$ cat src/logic/bhtr_pkg.sv
// Constants for the bridge header tail register bank (offsets 2Ch..3Ch).
// Assumes an APB master with 32-bit data and byte addresses on paddr.
package bhtr_pkg;
  // Register byte offsets
  localparam logic [7:0]  ADDR_PREFETCH_TOP_HIGH = 8'h2c;
  localparam logic [7:0]  ADDR_IO_WINDOW_HIGH    = 8'h30;
  localparam logic [7:0]  ADDR_CAPABILITY_HEAD   = 8'h34;
  localparam logic [7:0]  ADDR_OPTION_ROM        = 8'h38;
  localparam logic [7:0]  ADDR_IRQ_AND_CONTROL   = 8'h3c;
  // Reset and fixed values
  localparam logic [31:0] RESET_WORD             = 32'h0000_0000;
  localparam logic [15:0] RESET_HALF             = 16'h0000;
  localparam logic [7:0]  RESET_BYTE             = 8'h00;
  localparam logic [7:0]  CAPABILITY_HEAD_VALUE  = 8'h80;
  localparam logic [7:0]  IRQ_PIN_VALUE          = 8'h01;
  // Bridge control field positions inside the 16-bit control half
  localparam int          BC_PARITY_EN           = 0;
  localparam int          BC_SERR_EN             = 1;
  localparam int          BC_ISA_EN              = 2;
  localparam int          BC_VGA_EN              = 3;
  localparam int          BC_VGA_16BIT           = 4;
  localparam int          BC_ABORT_MODE          = 5;
  localparam int          BC_SEC_RESET           = 6;
  localparam int          BC_FAST_B2B            = 7;
  localparam int          BC_PRI_TIMEOUT         = 8;
  localparam int          BC_SEC_TIMEOUT         = 9;
  localparam int          BC_TIMEOUT_STATUS      = 10;
  localparam int          BC_TIMEOUT_SERR_EN     = 11;
  // Writable control bits in both modes, plus the mode-dependent ones
  localparam logic [15:0] BC_WRITE_COMMON        = 16'h087d;
  localparam logic [15:0] BC_WRITE_FORWARD       = 16'h0202;
  localparam logic [15:0] BC_WRITE_REVERSE       = 16'h0100;
  // Graphics compatible ranges
  localparam logic [14:0] VGA_MEM_PAGE           = 15'h0005;
  localparam logic [9:0]  VGA_IO_MONO_LO         = 10'h3b0;
  localparam logic [9:0]  VGA_IO_MONO_HI         = 10'h3bb;
  localparam logic [9:0]  VGA_IO_COLOR_LO        = 10'h3c0;
  localparam logic [9:0]  VGA_IO_COLOR_HI        = 10'h3df;
  // Discard timer lengths in parallel-bus clocks (2^10 and 2^15)
  localparam int          DISCARD_SHORT_CYCLES   = 1024;
  localparam int          DISCARD_LONG_CYCLES    = 32768;
  localparam int          DISCARD_COUNT_W        = 16;
endpackage

$ cat src/logic/bhtr_timer_if.sv
// Link between the register bank and its discard timer.
// Both ends sit on the same clock.
`timescale 1ns/100ps
interface bhtr_timer_if;
  logic start;     // Delayed completion queued, pulse
  logic stop;      // Completion taken by its master, pulse
  logic short_sel; // Use the short discard length
  logic expired;   // Timer ran out, pulse
  modport bank  (output start, output stop, output short_sel, input expired);
  modport timer (input start, input stop, input short_sel, output expired);
endinterface

$ cat src/logic/bhtr_discard_timer.sv
// Discard timer for one delayed completion.
// Assumes start and stop are single-cycle pulses from the register bank.
`timescale 1ns/100ps
module bhtr_discard_timer
  import bhtr_pkg::*;
#(
  parameter int P_LONG_CYCLES = DISCARD_LONG_CYCLES
) (
  input  wire logic   i_clk,     // Bridge clock
  input  wire logic   i_reset_n, // Synchronous reset, active low
  bhtr_timer_if.timer tmr        // Control from the bank
);
  logic                       running;
  logic                       next_running;
  logic [DISCARD_COUNT_W-1:0] count;
  logic [DISCARD_COUNT_W-1:0] next_count;
  logic                       expired;
  logic                       next_expired;

  // Load on start, count down, fire once at zero; a new start restarts
  always_comb begin
    next_running = running;
    next_count   = count;
    next_expired = 1'b0;
    if (tmr.start) begin
      next_running = 1'b1;
      next_count   = tmr.short_sel ? DISCARD_COUNT_W'(DISCARD_SHORT_CYCLES - 1)
                                   : DISCARD_COUNT_W'(P_LONG_CYCLES - 1);
    end else if (tmr.stop) begin
      next_running = 1'b0;
    end else if (running) begin
      if (count == '0) begin
        next_running = 1'b0;
        next_expired = 1'b1;
      end else begin
        next_count = count - 1'b1;
      end
    end
  end

  always_ff @(posedge i_clk) begin
    if (!i_reset_n) begin
      running <= 1'b0;
      count   <= '0;
      expired <= 1'b0;
    end else begin
      running <= next_running;
      count   <= next_count;
      expired <= next_expired;
    end
  end

  assign tmr.expired = expired;
endmodule

$ cat src/logic/bhtr_regs.sv
// Bridge header tail register bank: upper window halves, capability pointer,
// option ROM, interrupt line/pin and bridge control, plus the behaviour they steer.
// Assumes an APB master on i_clk; event inputs are one-cycle pulses on i_clk,
// while the mode strap and the secondary error pin come straight from pins.
`timescale 1ns/100ps
module bhtr_regs
  import bhtr_pkg::*;
#(
  parameter int P_DISCARD_LONG_CYCLES = DISCARD_LONG_CYCLES
) (
  input  wire logic        i_clk,                        // Bridge clock, 20 MHz
  input  wire logic        i_reset_n,                    // Synchronous reset, active low
  input  wire logic        i_psel,                       // APB select
  input  wire logic        i_penable,                    // APB enable
  input  wire logic        i_pwrite,                     // APB write
  input  wire logic [7:0]  i_paddr,                      // APB byte address
  input  wire logic [31:0] i_pwdata,                     // APB write data
  output logic      [31:0] o_prdata,                     // APB read data
  output logic             o_pready,                     // APB ready
  output logic             o_pslverr,                    // APB error, unmapped offset
  input  wire logic        i_reverse_mode,               // Strap pin, high for reverse bridge
  input  wire logic        i_system_error_pin_n,         // Secondary error pin, active low
  input  wire logic        i_poisoned_packet,            // Poisoned packet from link
  input  wire logic        i_secondary_bus_error,        // Uncorrectable secondary bus error
  input  wire logic        i_master_abort,               // Master abort seen
  input  wire logic        i_master_abort_read,          // That abort was a read
  input  wire logic        i_target_abort_possible,      // Target abort can be signalled
  input  wire logic        i_serr_report_enable,         // System error reporting enabled
  input  wire logic        i_io_enable,                  // I/O space enable
  input  wire logic        i_mem_enable,                 // Memory space enable
  input  wire logic        i_decode_valid,               // Address to decode, pulse
  input  wire logic        i_decode_is_io,               // Address is I/O space
  input  wire logic [31:0] i_decode_addr,                // Address to decode
  input  wire logic        i_completion_queued,          // Delayed completion stored
  input  wire logic        i_completion_taken,           // Delayed completion collected
  output logic      [31:0] o_prefetch_window_top_high,   // Prefetch limit bits 63:32
  output logic      [7:0]  o_irq_routing_note,           // Software routing note
  output logic             o_forward_valid,              // Decode answer valid, pulse
  output logic             o_forward_downstream,         // Pass address to secondary
  output logic             o_master_parity_error_set,    // Set parity status, pulse
  output logic             o_parity_error_respond,       // Respond to bus error, pulse
  output logic             o_error_message_req,          // Send error message, pulse
  output logic             o_signal_target_abort,        // Report abort as target abort
  output logic             o_abort_read_all_ones,        // Return all ones to the aborted read
  output logic             o_primary_system_error_pin_n, // Primary error pin, active low
  output logic             o_secondary_reset_n,          // Secondary bus reset, active low
  output logic             o_link_hot_reset,             // Hot reset onto the link
  output logic             o_completion_discarded        // Completion thrown away, pulse
);
  // Two-stage synchronisers for the strap and the error pin
  logic [1:0] pin_async;
  logic [1:0] pin_meta;
  logic [1:0] pin_sync;
  assign pin_async = {i_system_error_pin_n, i_reverse_mode};

  genvar gi;
  generate
    for (gi = 0; gi < 2; gi++) begin : g_sync
      always_ff @(posedge i_clk) begin
        if (!i_reset_n) begin
          pin_meta[gi] <= 1'b1;
          pin_sync[gi] <= 1'b1;
        end else begin
          pin_meta[gi] <= pin_async[gi];
          pin_sync[gi] <= pin_meta[gi];
        end
      end
    end
  endgenerate

  logic reverse;
  logic serr_pin_n;
  logic serr_pin_n_d;
  assign reverse    = pin_sync[0];
  assign serr_pin_n = pin_sync[1];

  bhtr_timer_if tmr ();

  bhtr_discard_timer #(
    .P_LONG_CYCLES (P_DISCARD_LONG_CYCLES)
  ) u_timer (
    .i_clk     (i_clk),
    .i_reset_n (i_reset_n),
    .tmr       (tmr)
  );

  // Register state
  logic [31:0] pref_top_high;
  logic [31:0] next_pref_top_high;
  logic [15:0] io_bottom_high;
  logic [15:0] next_io_bottom_high;
  logic [15:0] io_top_high;
  logic [15:0] next_io_top_high;
  logic [7:0]  irq_note;
  logic [7:0]  next_irq_note;
  logic [15:0] ctrl;
  logic [15:0] next_ctrl;
  logic [15:0] wr_mask;
  logic [31:0] rd_word;
  logic        rd_hit;
  logic        access;
  logic        wr_ctrl;
  logic [31:0] next_prdata;
  logic        next_pready;
  logic        next_pslverr;

  // One wait state: the access is taken on the edge that raises pready
  assign access  = i_psel && i_penable && !o_pready;
  assign wr_ctrl = access && i_pwrite && (i_paddr == ADDR_IRQ_AND_CONTROL);
  assign wr_mask = BC_WRITE_COMMON | (reverse ? BC_WRITE_REVERSE : BC_WRITE_FORWARD);

  // Read mux; fixed words are constants, so writes to them cannot land
  always_comb begin
    rd_hit  = 1'b1;
    rd_word = RESET_WORD;
    unique case (i_paddr)
      ADDR_PREFETCH_TOP_HIGH: rd_word = pref_top_high;
      ADDR_IO_WINDOW_HIGH:    rd_word = {io_top_high, io_bottom_high};
      ADDR_CAPABILITY_HEAD:   rd_word = {24'h00_0000, CAPABILITY_HEAD_VALUE};
      ADDR_OPTION_ROM:        rd_word = RESET_WORD;
      ADDR_IRQ_AND_CONTROL:   rd_word = {ctrl, IRQ_PIN_VALUE, irq_note};
      default:                rd_hit  = 1'b0;
    endcase
  end

  // APB answer path
  always_comb begin
    next_pready  = access;
    next_prdata  = o_prdata;
    next_pslverr = 1'b0;
    if (access) begin
      next_prdata  = i_pwrite ? RESET_WORD : rd_word;
      next_pslverr = !rd_hit;
    end
  end

  always_ff @(posedge i_clk) begin
    if (!i_reset_n) begin
      o_pready  <= 1'b0;
      o_prdata  <= RESET_WORD;
      o_pslverr <= 1'b0;
    end else begin
      o_pready  <= next_pready;
      o_prdata  <= next_prdata;
      o_pslverr <= next_pslverr;
    end
  end

  // Software writes; masked control bits keep read-only fields at zero
  always_comb begin
    next_pref_top_high  = pref_top_high;
    next_io_bottom_high = io_bottom_high;
    next_io_top_high    = io_top_high;
    next_irq_note       = irq_note;
    next_ctrl           = ctrl;
    if (access && i_pwrite) begin
      if (i_paddr == ADDR_PREFETCH_TOP_HIGH) begin
        next_pref_top_high = i_pwdata;
      end
      if (i_paddr == ADDR_IO_WINDOW_HIGH) begin
        next_io_bottom_high = i_pwdata[15:0];
        next_io_top_high    = i_pwdata[31:16];
      end
    end
    if (wr_ctrl) begin
      next_irq_note = i_pwdata[7:0];
      next_ctrl     = (ctrl & ~wr_mask) | (i_pwdata[31:16] & wr_mask);
    end
    // Expiry wins over a clearing write in the same cycle
    next_ctrl[BC_TIMEOUT_STATUS] = tmr.expired ||
      (ctrl[BC_TIMEOUT_STATUS] && !(wr_ctrl && i_pwdata[16 + BC_TIMEOUT_STATUS]));
  end

  always_ff @(posedge i_clk) begin
    if (!i_reset_n) begin
      pref_top_high  <= RESET_WORD;
      io_bottom_high <= RESET_HALF;
      io_top_high    <= RESET_HALF;
      irq_note       <= RESET_BYTE;
      ctrl           <= RESET_HALF;
    end else begin
      pref_top_high  <= next_pref_top_high;
      io_bottom_high <= next_io_bottom_high;
      io_top_high    <= next_io_top_high;
      irq_note       <= next_irq_note;
      ctrl           <= next_ctrl;
    end
  end

  // Only the timer of the active direction matters, so one timer serves both
  assign tmr.start     = i_completion_queued;
  assign tmr.stop      = i_completion_taken;
  assign tmr.short_sel = reverse ? ctrl[BC_PRI_TIMEOUT] : ctrl[BC_SEC_TIMEOUT];

  // Address decode: windows use the upper I/O halves only
  logic       in_io_window;
  logic       isa_upstream;
  logic       vga_io_hit;
  logic       vga_mem_hit;
  logic       vga_forward;
  logic [9:0] io_low;
  assign io_low       = i_decode_addr[9:0];
  assign in_io_window = (i_decode_addr[31:16] >= io_bottom_high) && (i_decode_addr[31:16] <= io_top_high);
  assign isa_upstream = ctrl[BC_ISA_EN] && (i_decode_addr[31:16] == RESET_HALF) &&
                        (i_decode_addr[9:8] != 2'b00);
  assign vga_io_hit   = ((io_low >= VGA_IO_MONO_LO && io_low <= VGA_IO_MONO_HI) ||
                         (io_low >= VGA_IO_COLOR_LO && io_low <= VGA_IO_COLOR_HI)) &&
                        (!ctrl[BC_VGA_16BIT] || i_decode_addr[31:10] == 22'h00_0000);
  assign vga_mem_hit  = (i_decode_addr[31:17] == VGA_MEM_PAGE);
  assign vga_forward  = ctrl[BC_VGA_EN] &&
                        (i_decode_is_io ? (vga_io_hit && i_io_enable) : (vga_mem_hit && i_mem_enable));

  // Event responses, each registered so every output leaves a flip-flop
  logic next_forward_valid;
  logic next_forward_downstream;
  logic next_parity_set;
  logic next_parity_respond;
  logic next_error_message;
  logic next_target_abort;
  logic next_all_ones;
  logic next_primary_serr_n;
  logic next_discarded;
  logic serr_fell;
  assign serr_fell = serr_pin_n_d && !serr_pin_n;

  always_comb begin
    next_forward_valid      = i_decode_valid;
    next_forward_downstream = o_forward_downstream;
    if (i_decode_valid) begin
      next_forward_downstream = vga_forward ||
        (i_decode_is_io && i_io_enable && in_io_window && !isa_upstream);
    end
    next_parity_set     = reverse && i_poisoned_packet && ctrl[BC_PARITY_EN];
    next_parity_respond = !reverse && i_secondary_bus_error && ctrl[BC_PARITY_EN];
    next_error_message  = (!reverse && serr_fell && ctrl[BC_SERR_EN]) ||
                          (!reverse && tmr.expired && ctrl[BC_TIMEOUT_SERR_EN]);
    next_all_ones       = i_master_abort && !ctrl[BC_ABORT_MODE] && i_master_abort_read;
    next_target_abort   = i_master_abort && ctrl[BC_ABORT_MODE] && i_target_abort_possible;
    next_primary_serr_n = !((i_master_abort && ctrl[BC_ABORT_MODE] &&
                             !i_target_abort_possible && i_serr_report_enable) ||
                            (reverse && tmr.expired && ctrl[BC_TIMEOUT_SERR_EN]));
    next_discarded      = tmr.expired;
  end

  always_ff @(posedge i_clk) begin
    if (!i_reset_n) begin
      o_forward_valid              <= 1'b0;
      o_forward_downstream         <= 1'b0;
      o_master_parity_error_set    <= 1'b0;
      o_parity_error_respond       <= 1'b0;
      o_error_message_req          <= 1'b0;
      o_signal_target_abort        <= 1'b0;
      o_abort_read_all_ones        <= 1'b0;
      o_primary_system_error_pin_n <= 1'b1;
      o_completion_discarded       <= 1'b0;
      serr_pin_n_d                 <= 1'b1;
    end else begin
      o_forward_valid              <= next_forward_valid;
      o_forward_downstream         <= next_forward_downstream;
      o_master_parity_error_set    <= next_parity_set;
      o_parity_error_respond       <= next_parity_respond;
      o_error_message_req          <= next_error_message;
      o_signal_target_abort        <= next_target_abort;
      o_abort_read_all_ones        <= next_all_ones;
      o_primary_system_error_pin_n <= next_primary_serr_n;
      o_completion_discarded       <= next_discarded;
      serr_pin_n_d                 <= serr_pin_n;
    end
  end

  // Reset drive follows the control bit in the active direction
  always_ff @(posedge i_clk) begin
    if (!i_reset_n) begin
      o_secondary_reset_n <= 1'b1;
      o_link_hot_reset    <= 1'b0;
    end else begin
      o_secondary_reset_n <= !(ctrl[BC_SEC_RESET] && !reverse);
      o_link_hot_reset    <= ctrl[BC_SEC_RESET] && reverse;
    end
  end

  assign o_prefetch_window_top_high = pref_top_high;
  assign o_irq_routing_note         = irq_note;

  // Checks on the bank's own behaviour
  AST_PREF_WRITE: assert property (@(posedge i_clk) disable iff (!i_reset_n)
    access && i_pwrite && i_paddr == ADDR_PREFETCH_TOP_HIGH |=> o_prefetch_window_top_high == $past(i_pwdata))
    else $error("Prefetch limit upper word not written");
  AST_CAP_READ: assert property (@(posedge i_clk) disable iff (!i_reset_n)
    access && !i_pwrite && i_paddr == ADDR_CAPABILITY_HEAD |=> o_pready && o_prdata == 32'h0000_0080)
    else $error("Capability pointer read wrong");
  AST_ROM_READ: assert property (@(posedge i_clk) disable iff (!i_reset_n)
    access && !i_pwrite && i_paddr == ADDR_OPTION_ROM |=> o_pready && o_prdata == 32'h0000_0000)
    else $error("Option ROM word not zero");
  AST_PIN_READ: assert property (@(posedge i_clk) disable iff (!i_reset_n)
    access && !i_pwrite && i_paddr == ADDR_IRQ_AND_CONTROL |=> o_prdata[15:8] == 8'h01 && o_prdata[31:28] == 4'h0)
    else $error("Interrupt pin or reserved bits wrong");
  AST_FBB_ZERO: assert property (@(posedge i_clk) disable iff (!i_reset_n)
    ##1 !ctrl[BC_FAST_B2B])
    else $error("Fast back-to-back bit became set");
  AST_POISON: assert property (@(posedge i_clk) disable iff (!i_reset_n)
    i_poisoned_packet && reverse && ctrl[BC_PARITY_EN] |=> o_master_parity_error_set)
    else $error("Poisoned packet not flagged");
  AST_SEC_RESET: assert property (@(posedge i_clk) disable iff (!i_reset_n)
    ctrl[BC_SEC_RESET] && !reverse ##1 ctrl[BC_SEC_RESET] && !reverse |-> !o_secondary_reset_n && !o_link_hot_reset)
    else $error("Secondary reset not held");
  AST_STATUS_SET: assert property (@(posedge i_clk) disable iff (!i_reset_n)
    tmr.expired |=> ctrl[BC_TIMEOUT_STATUS] && o_completion_discarded)
    else $error("Discard status not set");
  AST_ALL_ONES: assert property (@(posedge i_clk) disable iff (!i_reset_n)
    i_master_abort && i_master_abort_read && !ctrl[BC_ABORT_MODE] |=> o_abort_read_all_ones && !o_signal_target_abort)
    else $error("Hidden master abort not answered with all ones");
  // A control-word write must load its low byte into the interrupt routing note
  AST_NOTE_WRITE: assert property (@(posedge i_clk) disable iff (!i_reset_n)
    wr_ctrl |=> o_irq_routing_note == $past(i_pwdata[7:0]))
    else $error("Interrupt routing note not written");
  AST_IO_WRITE: assert property (@(posedge i_clk) disable iff (!i_reset_n)
    access && i_pwrite && i_paddr == ADDR_IO_WINDOW_HIGH |=> {io_top_high, io_bottom_high} == $past(i_pwdata))
    else $error("Upper I/O base or limit not written");
  AST_PARITY_FWD: assert property (@(posedge i_clk) disable iff (!i_reset_n)
    i_secondary_bus_error && !reverse && ctrl[BC_PARITY_EN] |=> o_parity_error_respond)
    else $error("Secondary bus error not answered");
  AST_SERR_FWD: assert property (@(posedge i_clk) disable iff (!i_reset_n)
    serr_fell && !reverse && ctrl[BC_SERR_EN] |=> o_error_message_req)
    else $error("Secondary error pin not forwarded");
  AST_PRI_TIMER_RO: assert property (@(posedge i_clk) disable iff (!i_reset_n)
    wr_ctrl && !reverse |=> $stable(ctrl[BC_PRI_TIMEOUT]))
    else $error("Primary discard select written in forward mode");
  AST_SEC_TIMER_RO: assert property (@(posedge i_clk) disable iff (!i_reset_n)
    wr_ctrl && reverse |=> $stable(ctrl[BC_SEC_TIMEOUT]) && $stable(ctrl[BC_SERR_EN]))
    else $error("Forward-only control bit written in reverse mode");
  AST_HOT_RESET: assert property (@(posedge i_clk) disable iff (!i_reset_n)
    ctrl[BC_SEC_RESET] && reverse ##1 ctrl[BC_SEC_RESET] && reverse |-> o_link_hot_reset && o_secondary_reset_n)
    else $error("Hot reset not driven");
  AST_ABORT_PIN: assert property (@(posedge i_clk) disable iff (!i_reset_n)
    i_master_abort && ctrl[BC_ABORT_MODE] && !i_target_abort_possible && i_serr_report_enable
      |=> !o_primary_system_error_pin_n && !o_signal_target_abort)
    else $error("Master abort not reported on the error pin");
  AST_VGA_IO: assert property (@(posedge i_clk) disable iff (!i_reset_n)
    i_decode_valid && i_decode_is_io && i_io_enable && ctrl[BC_VGA_EN] && vga_io_hit |=> o_forward_downstream)
    else $error("Graphics I/O address not forwarded");
endmodule

$ cat config.mk
export PLATFORM = sky130hd
export DESIGN_NAME = bhtr_regs
export DESIGN_NICKNAME = d
export VERILOG_FILES = /design/src/logic/bhtr_pkg.sv /design/src/logic/bhtr_timer_if.sv /design/src/logic/bhtr_discard_timer.sv /design/src/logic/bhtr_regs.sv
export SDC_FILE = /design/constraint.sdc
export NUM_CORES = 1
export LEC_CHECK = 0
export ABC_AREA = 1
export BUFFER_PORTS_ARGS = -buffer_cell sky130_fd_sc_hd__buf_2
export CORE_MARGIN = 2
export CORE_UTILIZATION = 29
export CTS_CLUSTER_SIZE = 30
export DETAILED_ROUTE_END_ITERATION = 16
export HOLD_SLACK_MARGIN = 0.06
export RECOVER_POWER = 100
export SLEW_MARGIN = 20
export SYNTH_ARGS = -nofsm -noshare
export SYNTH_HDL_FRONTEND = slang
export SYNTH_SLANG_ARGS = --single-unit
$ cat constraint.sdc
create_clock -name i_clk -period 4.8 [get_ports i_clk]
set_input_delay 0 -clock i_clk [delete_from_list [all_inputs] [get_ports i_clk]]
set_output_delay 0 -clock i_clk [all_outputs]
set_load 0.03 [all_outputs]
### After elaboration in Yosys (flattened, before gate mapping)

Cells that the tools add are included.

| word-level totals | value |
|---|---|
| input port bits | 91 |
| bits in latches | 0 |
| memories | 0 |
| bits in writable memories | 0 |
| memory bits (read-only) | 0 |
| register bits | 156 |

| cells by class | value |
|---|---|
| $lt $le $gt $ge | 6 |
| add/subtract/negate cells | 1 |
| multiply operators | 0 |
| divide/modulo/power cells | 0 |
| mux-type cells | 16 |
| reduce and logical (&&, ||, !) cells | 65 |
| bitwise gates (word level) | 6 |
| equal/unequal tests | 8 |
| shift-type cells | 0 |

Operator list:

| operator | number |
|---|---|
| 32-bit case mux with 4 select lines | 1 |
| 16-bit 2-to-1 mux | 4 |
| 8-bit by 6-bit equality test with 1-bit output, second input constant | 5 |
| 1-bit logical AND | 37 |
| 16-bit logical NOT | 2 |
| 32-bit 2-to-1 mux | 1 |
| 22-bit logical NOT | 1 |
| 10-bit greater-or-equal comparator, second input constant | 2 |
| 10-bit <= comparator, second input constant | 2 |
| 16-bit by 12-bit bitwise AND with 16-bit output | 1 |
| 16-bit bitwise AND | 1 |
| 16-bit greater-or-equal comparator | 1 |
| 16-bit <= comparator | 1 |
| 12-bit NOT with 16-bit output | 1 |
| 16-bit OR | 1 |
| 16-bit by 1-bit subtractor with 16-bit output, second input constant | 1 |
| 15-bit by 3-bit equality test with 1-bit output, second input constant | 1 |
| 15-bit 2-to-1 mux | 1 |
| 1-bit logical NOT | 11 |
| 10-bit 2-to-1 mux | 1 |
| 1-bit 2-to-1 mux | 8 |
| 1-bit logical OR | 6 |
| 2-bit AND reduction | 3 |
| 5-bit OR reduction | 1 |
| 5 further kinds | 8 |

### Depth between registers and ports, before layout

| logic depth | value |
|---|---|
| depth in word-level cells | 8 |
| depth in mapped cells | 13 |
| mapped depth without buffers | 13 |

### By module

A second synthesis with hierarchy kept.

| unflattened totals | value |
|---|---|
| cells, all modules | 990 |
| area total of the unflattened synthesis | 7,382.1 um2 |

By module, submodules not included:

| module | times used | seq. area each (um2) | cells each | area an instance (um2) |
|---|---|---|---|---|
| bhtr_regs | 1 | 2,662.6 | 816 | 6,289.8 |
| bhtr_discard_timer | 1 | 360.3 | 174 | 1,092.3 |

### Worst setup path before layout

OpenSTA, ideal clock, no wires.

| timing | value |
|---|---|
| kind | reg2reg |
| start | reg u_timer.count[0] |
| end | reg u_timer.count[15] |
| path buffers | 1 |
| stages on the path, launching flop included | 11 |
| slack | 3.249 ns |
| required time | 4.685 ns |
| arrival time | 1.436 ns |
| path through | dfxtp_1 inv_1 ha_1 nand3_2 nor2_1 nand3_1 o211ai_2 inv_2 buf_4 a21oi_1 nor2_1 |

| between the ends | value |
|---|---|
| longest elaborated chain between the ends | 5 |

Ends and longest elaborated chain:

| item | line | RTL |
|---|---|---|
| start: declaration | bhtr_discard_timer.sv:15 | `logic [DISCARD_COUNT_W-1:0] count;` |
| start signal: assignment | bhtr_discard_timer.sv:48 | `count <= next_count;` |
| 16-bit by 1-bit subtractor with 16-bit output | bhtr_discard_timer.sv:36 | `next_count = count - 1'b1;` |
| 16-bit 2-to-1 mux | bhtr_discard_timer.sv:32 | `if (count == '0) begin` |
| 16-bit 2-to-1 mux | bhtr_discard_timer.sv:31 | `end else if (running) begin` |
| 16-bit 2-to-1 mux | bhtr_discard_timer.sv:29 | `end else if (tmr.stop) begin` |
| 16-bit 2-to-1 mux | bhtr_discard_timer.sv:25 | `if (tmr.start) begin` |

Parallel ways exist; a longest one is shown, timed or not. The select of a mux whose other input is x is not followed.
A chain may end at the register's enable or synchronous reset.

### Worst setup path in the final report

| timing | value |
|---|---|
| start | reg o_pready |
| end | reg pref_top_high[10] (netlist: o_prefetch_window_top_high[10]) |

| between the ends | value |
|---|---|
| longest elaborated chain between the ends | 4 |

Ends and longest elaborated chain:

| item | line | RTL |
|---|---|---|
| start: declaration | bhtr_regs.sv:19 | `output logic o_pready,` |
| start signal: assignment | bhtr_regs.sv:143 | `o_pready <= next_pready;` |
| 1-bit logical NOT | bhtr_regs.sv:108 | `assign access = i_psel && i_penable && !o_pready;` |
| 1-bit logical AND | bhtr_regs.sv:108 |  |
| 1-bit logical AND | bhtr_regs.sv:156 | `if (access && i_pwrite) begin` |
| 2-bit AND reduction (no line) | n/a |  |
| end signal: assignment | bhtr_regs.sv:182 | `pref_top_high <= next_pref_top_high;` |
| end: declaration | bhtr_regs.sv:88 | `logic [31:0] pref_top_high;` |

No other way between the ends.

==> impl_metrics.ini <==
[timing]
setup_viol = 0
fin_ws_ps = 1400
relSlewSlack = -0.850
tightest_slew_ps = 2770
skew_ps = 11.7
fin_tns_setup_ps = 0
post-route-period-util = 0.708
drv_slew = 65
hold_viol_final = 0
rsz0062_at_grt = false
fin_crit_ps = 3400
fmax_ghz = 0.294

[clocking]
clockRootBuffer = clkbuf_16
clockBufferDepth = 2
insertion_delay_ps = 430
clkTransAtPathRegs_ps = 70
post_cts_resized = 0
h-tree-depth = 4
clock_sinks = 151
numCtsBuffers = 17
cts_tree = built

[finish]
nNetsFinal = 1297
layout.cells.most_common = nand2_1
seqCellArea_um2 = 3020
drive_gt1_frac = 0.139
multi_input_area_um2 = 3630
area_growth_syn_to_layout_pct = 27.1
diodes = 0
final_cell_area_um2 = 9330
final.fill_count = 2682
layout_common_cells = nand2_1, dfxtp_1, a21oi_1
utilization = 0.373

[routing]
drtIter0Drc = 460
dr.pass1.iters = 4
vias = 7183
vias_per_cell = 4.74
routedWlPerCell_um = 15.8
routed_wl_um = 24000
ant_nets = 0
drc_errors = 0

[logic_synthesis]
yosys.area.top_type_share = 0.412
synth_top_flop_cell = dfxtp_1
synth_area_um2 = 7340
syn_inst = 983
syn_avg_cell_area_um2 = 7.47
synth-edff-count = 0
syn-num-nets = 1107
yosysWarnings = 0
async_reset_ff_frac = 0
synth_cell_types = 38
ys_ff_latch = 151
ys_seq_area_frac = 0.412
yosysTopAreaCell = dfxtp_1
synthTopCellsByArea = dfxtp_1, nand2_1, a21oi_1

[global_route]
grt_pass1_wl_um = 37200
grt_max_degree = 87
grt_overflow = 0
grt_pass1_vias = 6741
antenna_found_initial = 0
grt_usage = 0.181

[floorplan]
fp.dieW_um = 163
boundaryPins = 176
dieArea_um2 = 26600
row_count = 58
core_um2 = 25000
die_y_um = 163
initial_core_util = 0.293

[critical_path]
startpoint = o_pready$_SDFF_PN0_
worst_setup_path_start_kind = flip-flop
worst-endpoint-arrival_ps = 3730
end_kind = flip-flop
cp.required_ps = 5140
r2r_start = o_pready$_SDFF_PN0_
path_class = reg2reg
cp_max_fo = 64

[pwr]
ir_worst_vdd_v = 0.000222
leakagePower_nw = 3.73
swShare = 0.259
p_clk_frac = 0.478
combPwrFrac = 0.094
switchingPower_uw = 778
intPower_mw = 2.23
seq_power_share = 0.428
p_total_mw = 3.01
powerDensity_nw_per_um2 = 322

[placed_design]
portBuffers = 173
place.gp.congestion = 0.830
place_hpwl_um = 16700
placed_area_um2 = 8400
pre_cts_slack_ps = 1840

[outcome]
status = finished, violations left
violations = max-capacitance violations, max-slew violations

[hold_path]
hold_start = i_paddr[3]
hold_class = in2reg

[flow_run]
maxCapViolations = 1
==> critical path, cell delays in order, from the launching register on <==
cell and delay (ps):
dfxtp_1 340, nor2_4 600, inv_1 680, nor2_1 250, inv_1 230, nor2_8 670, o21ai_0 220, a21oi_1 310
==> layer usage <==
| metal | vias to the layer above | wire, um | GRT usage | share of wire |
|---|---|---|---|---|
| met5 | - | 0 | 0 | 0 |
| met4 | 0 | 596 | 0.0632 | 0.025 |
| met3 | 34 | 1330 | 0.0429 | 0.055 |
| met2 | 207 | 10200 | 0.274 | 0.43 |
| met1 | 3287 | 11900 | 0.252 | 0.49 |
| li1 | 3655 | - | - | - |
==> cell usage after synthesis, types with 5 or more instances <==
cell type	n
a211oi_1	5
nand3_1	55
buf_2	13
inv_2	7
clkbuf_1	23
nand2_1	182
o211ai_1	18
ha_1	33
nand4_1	9
a211oi_2	28
inv_1	104
a21oi_1	119
dfxtp_1	151
or2_2	6
nor2_1	102
buf_4	9
o21ai_0	76
==> sequential cells by signal, summed over array words and instances, names as in the netlist, 2 cells and up, named ones only <==
register,cells
o_prdata,32
o_prefetch_window_top_high,32
io_bottom_high,16
io_top_high,16
u_timer.count,16
ctrl,8
o_irq_routing_note,8
pin_meta,2
==> what timing repair did <==
action	in CTS	in global routing
hold endpoints to repair	100	0
hold buffers	45	0
setup buffers	0	0
==> worst paths after layout <==
| kind | end | slack (ps) | cells after the start |
|---|---|---|---|
| max reg2reg | o_prefetch_window_top_high[10]$_SDFFE_PN0P_ | 1400 | 7 |
| min reg2reg | reverse$_SDFF_PN1_ | 420 | 1 |
| min | o_prdata[16]$_SDFFE_PN0P_ | 80 | 6 |
| max | o_prefetch_window_top_high[10]$_SDFFE_PN0P_ | 1400 | 7 |
==> logic make-up after synthesis <==
group | count (synthesis) | share of synthesized area
compound gates | 258 | 0.216
simple gates | 378 | 0.224
xor+xnor | 3 | 0.00358
buf+inv | 160 | 0.0887
flops | 151 | 0.412
fa+ha+maj | 33 | 0.0563
==> power by group through the flow <==
stage | Combinational [mW] | Sequential [mW] | Clock (mW)
after floorplan | 0.164 | 1.32 | 0
after global placement | 0.253 | 1.32 | 0
after detailed placement | 0.256 | 1.32 | 0
after CTS | 0.285 | 1.29 | 1.46
after global routing | 0.321 | 1.29 | 1.52
final | 0.284 | 1.29 | 1.44
==> cell type report <==
| type | count | share of cell area |
|---|---|---|
| Clock inverter | 14 | 0.0198 |
| Timing Repair Buffer | 220 | 0.131 |
| Tap cell | 330 | 0.0443 |
| Multi-Input combinational cell | 672 | 0.389 |
| Sequential cell | 151 | 0.324 |
| Clock buffer | 18 | 0.0471 |
| Inverter | 111 | 0.0447 |
==> stage by stage <==
step           instances  hold slack, ps
2_1_floorplan        983            93.5
3_3_place_gp        1439             186
3_5_place_dp        1439             189
4_1_cts             1516            61.5
5_1_grt             1516             126
6_report            1516            75.9
No activity file was read; power rests on OpenSTA's default activity.
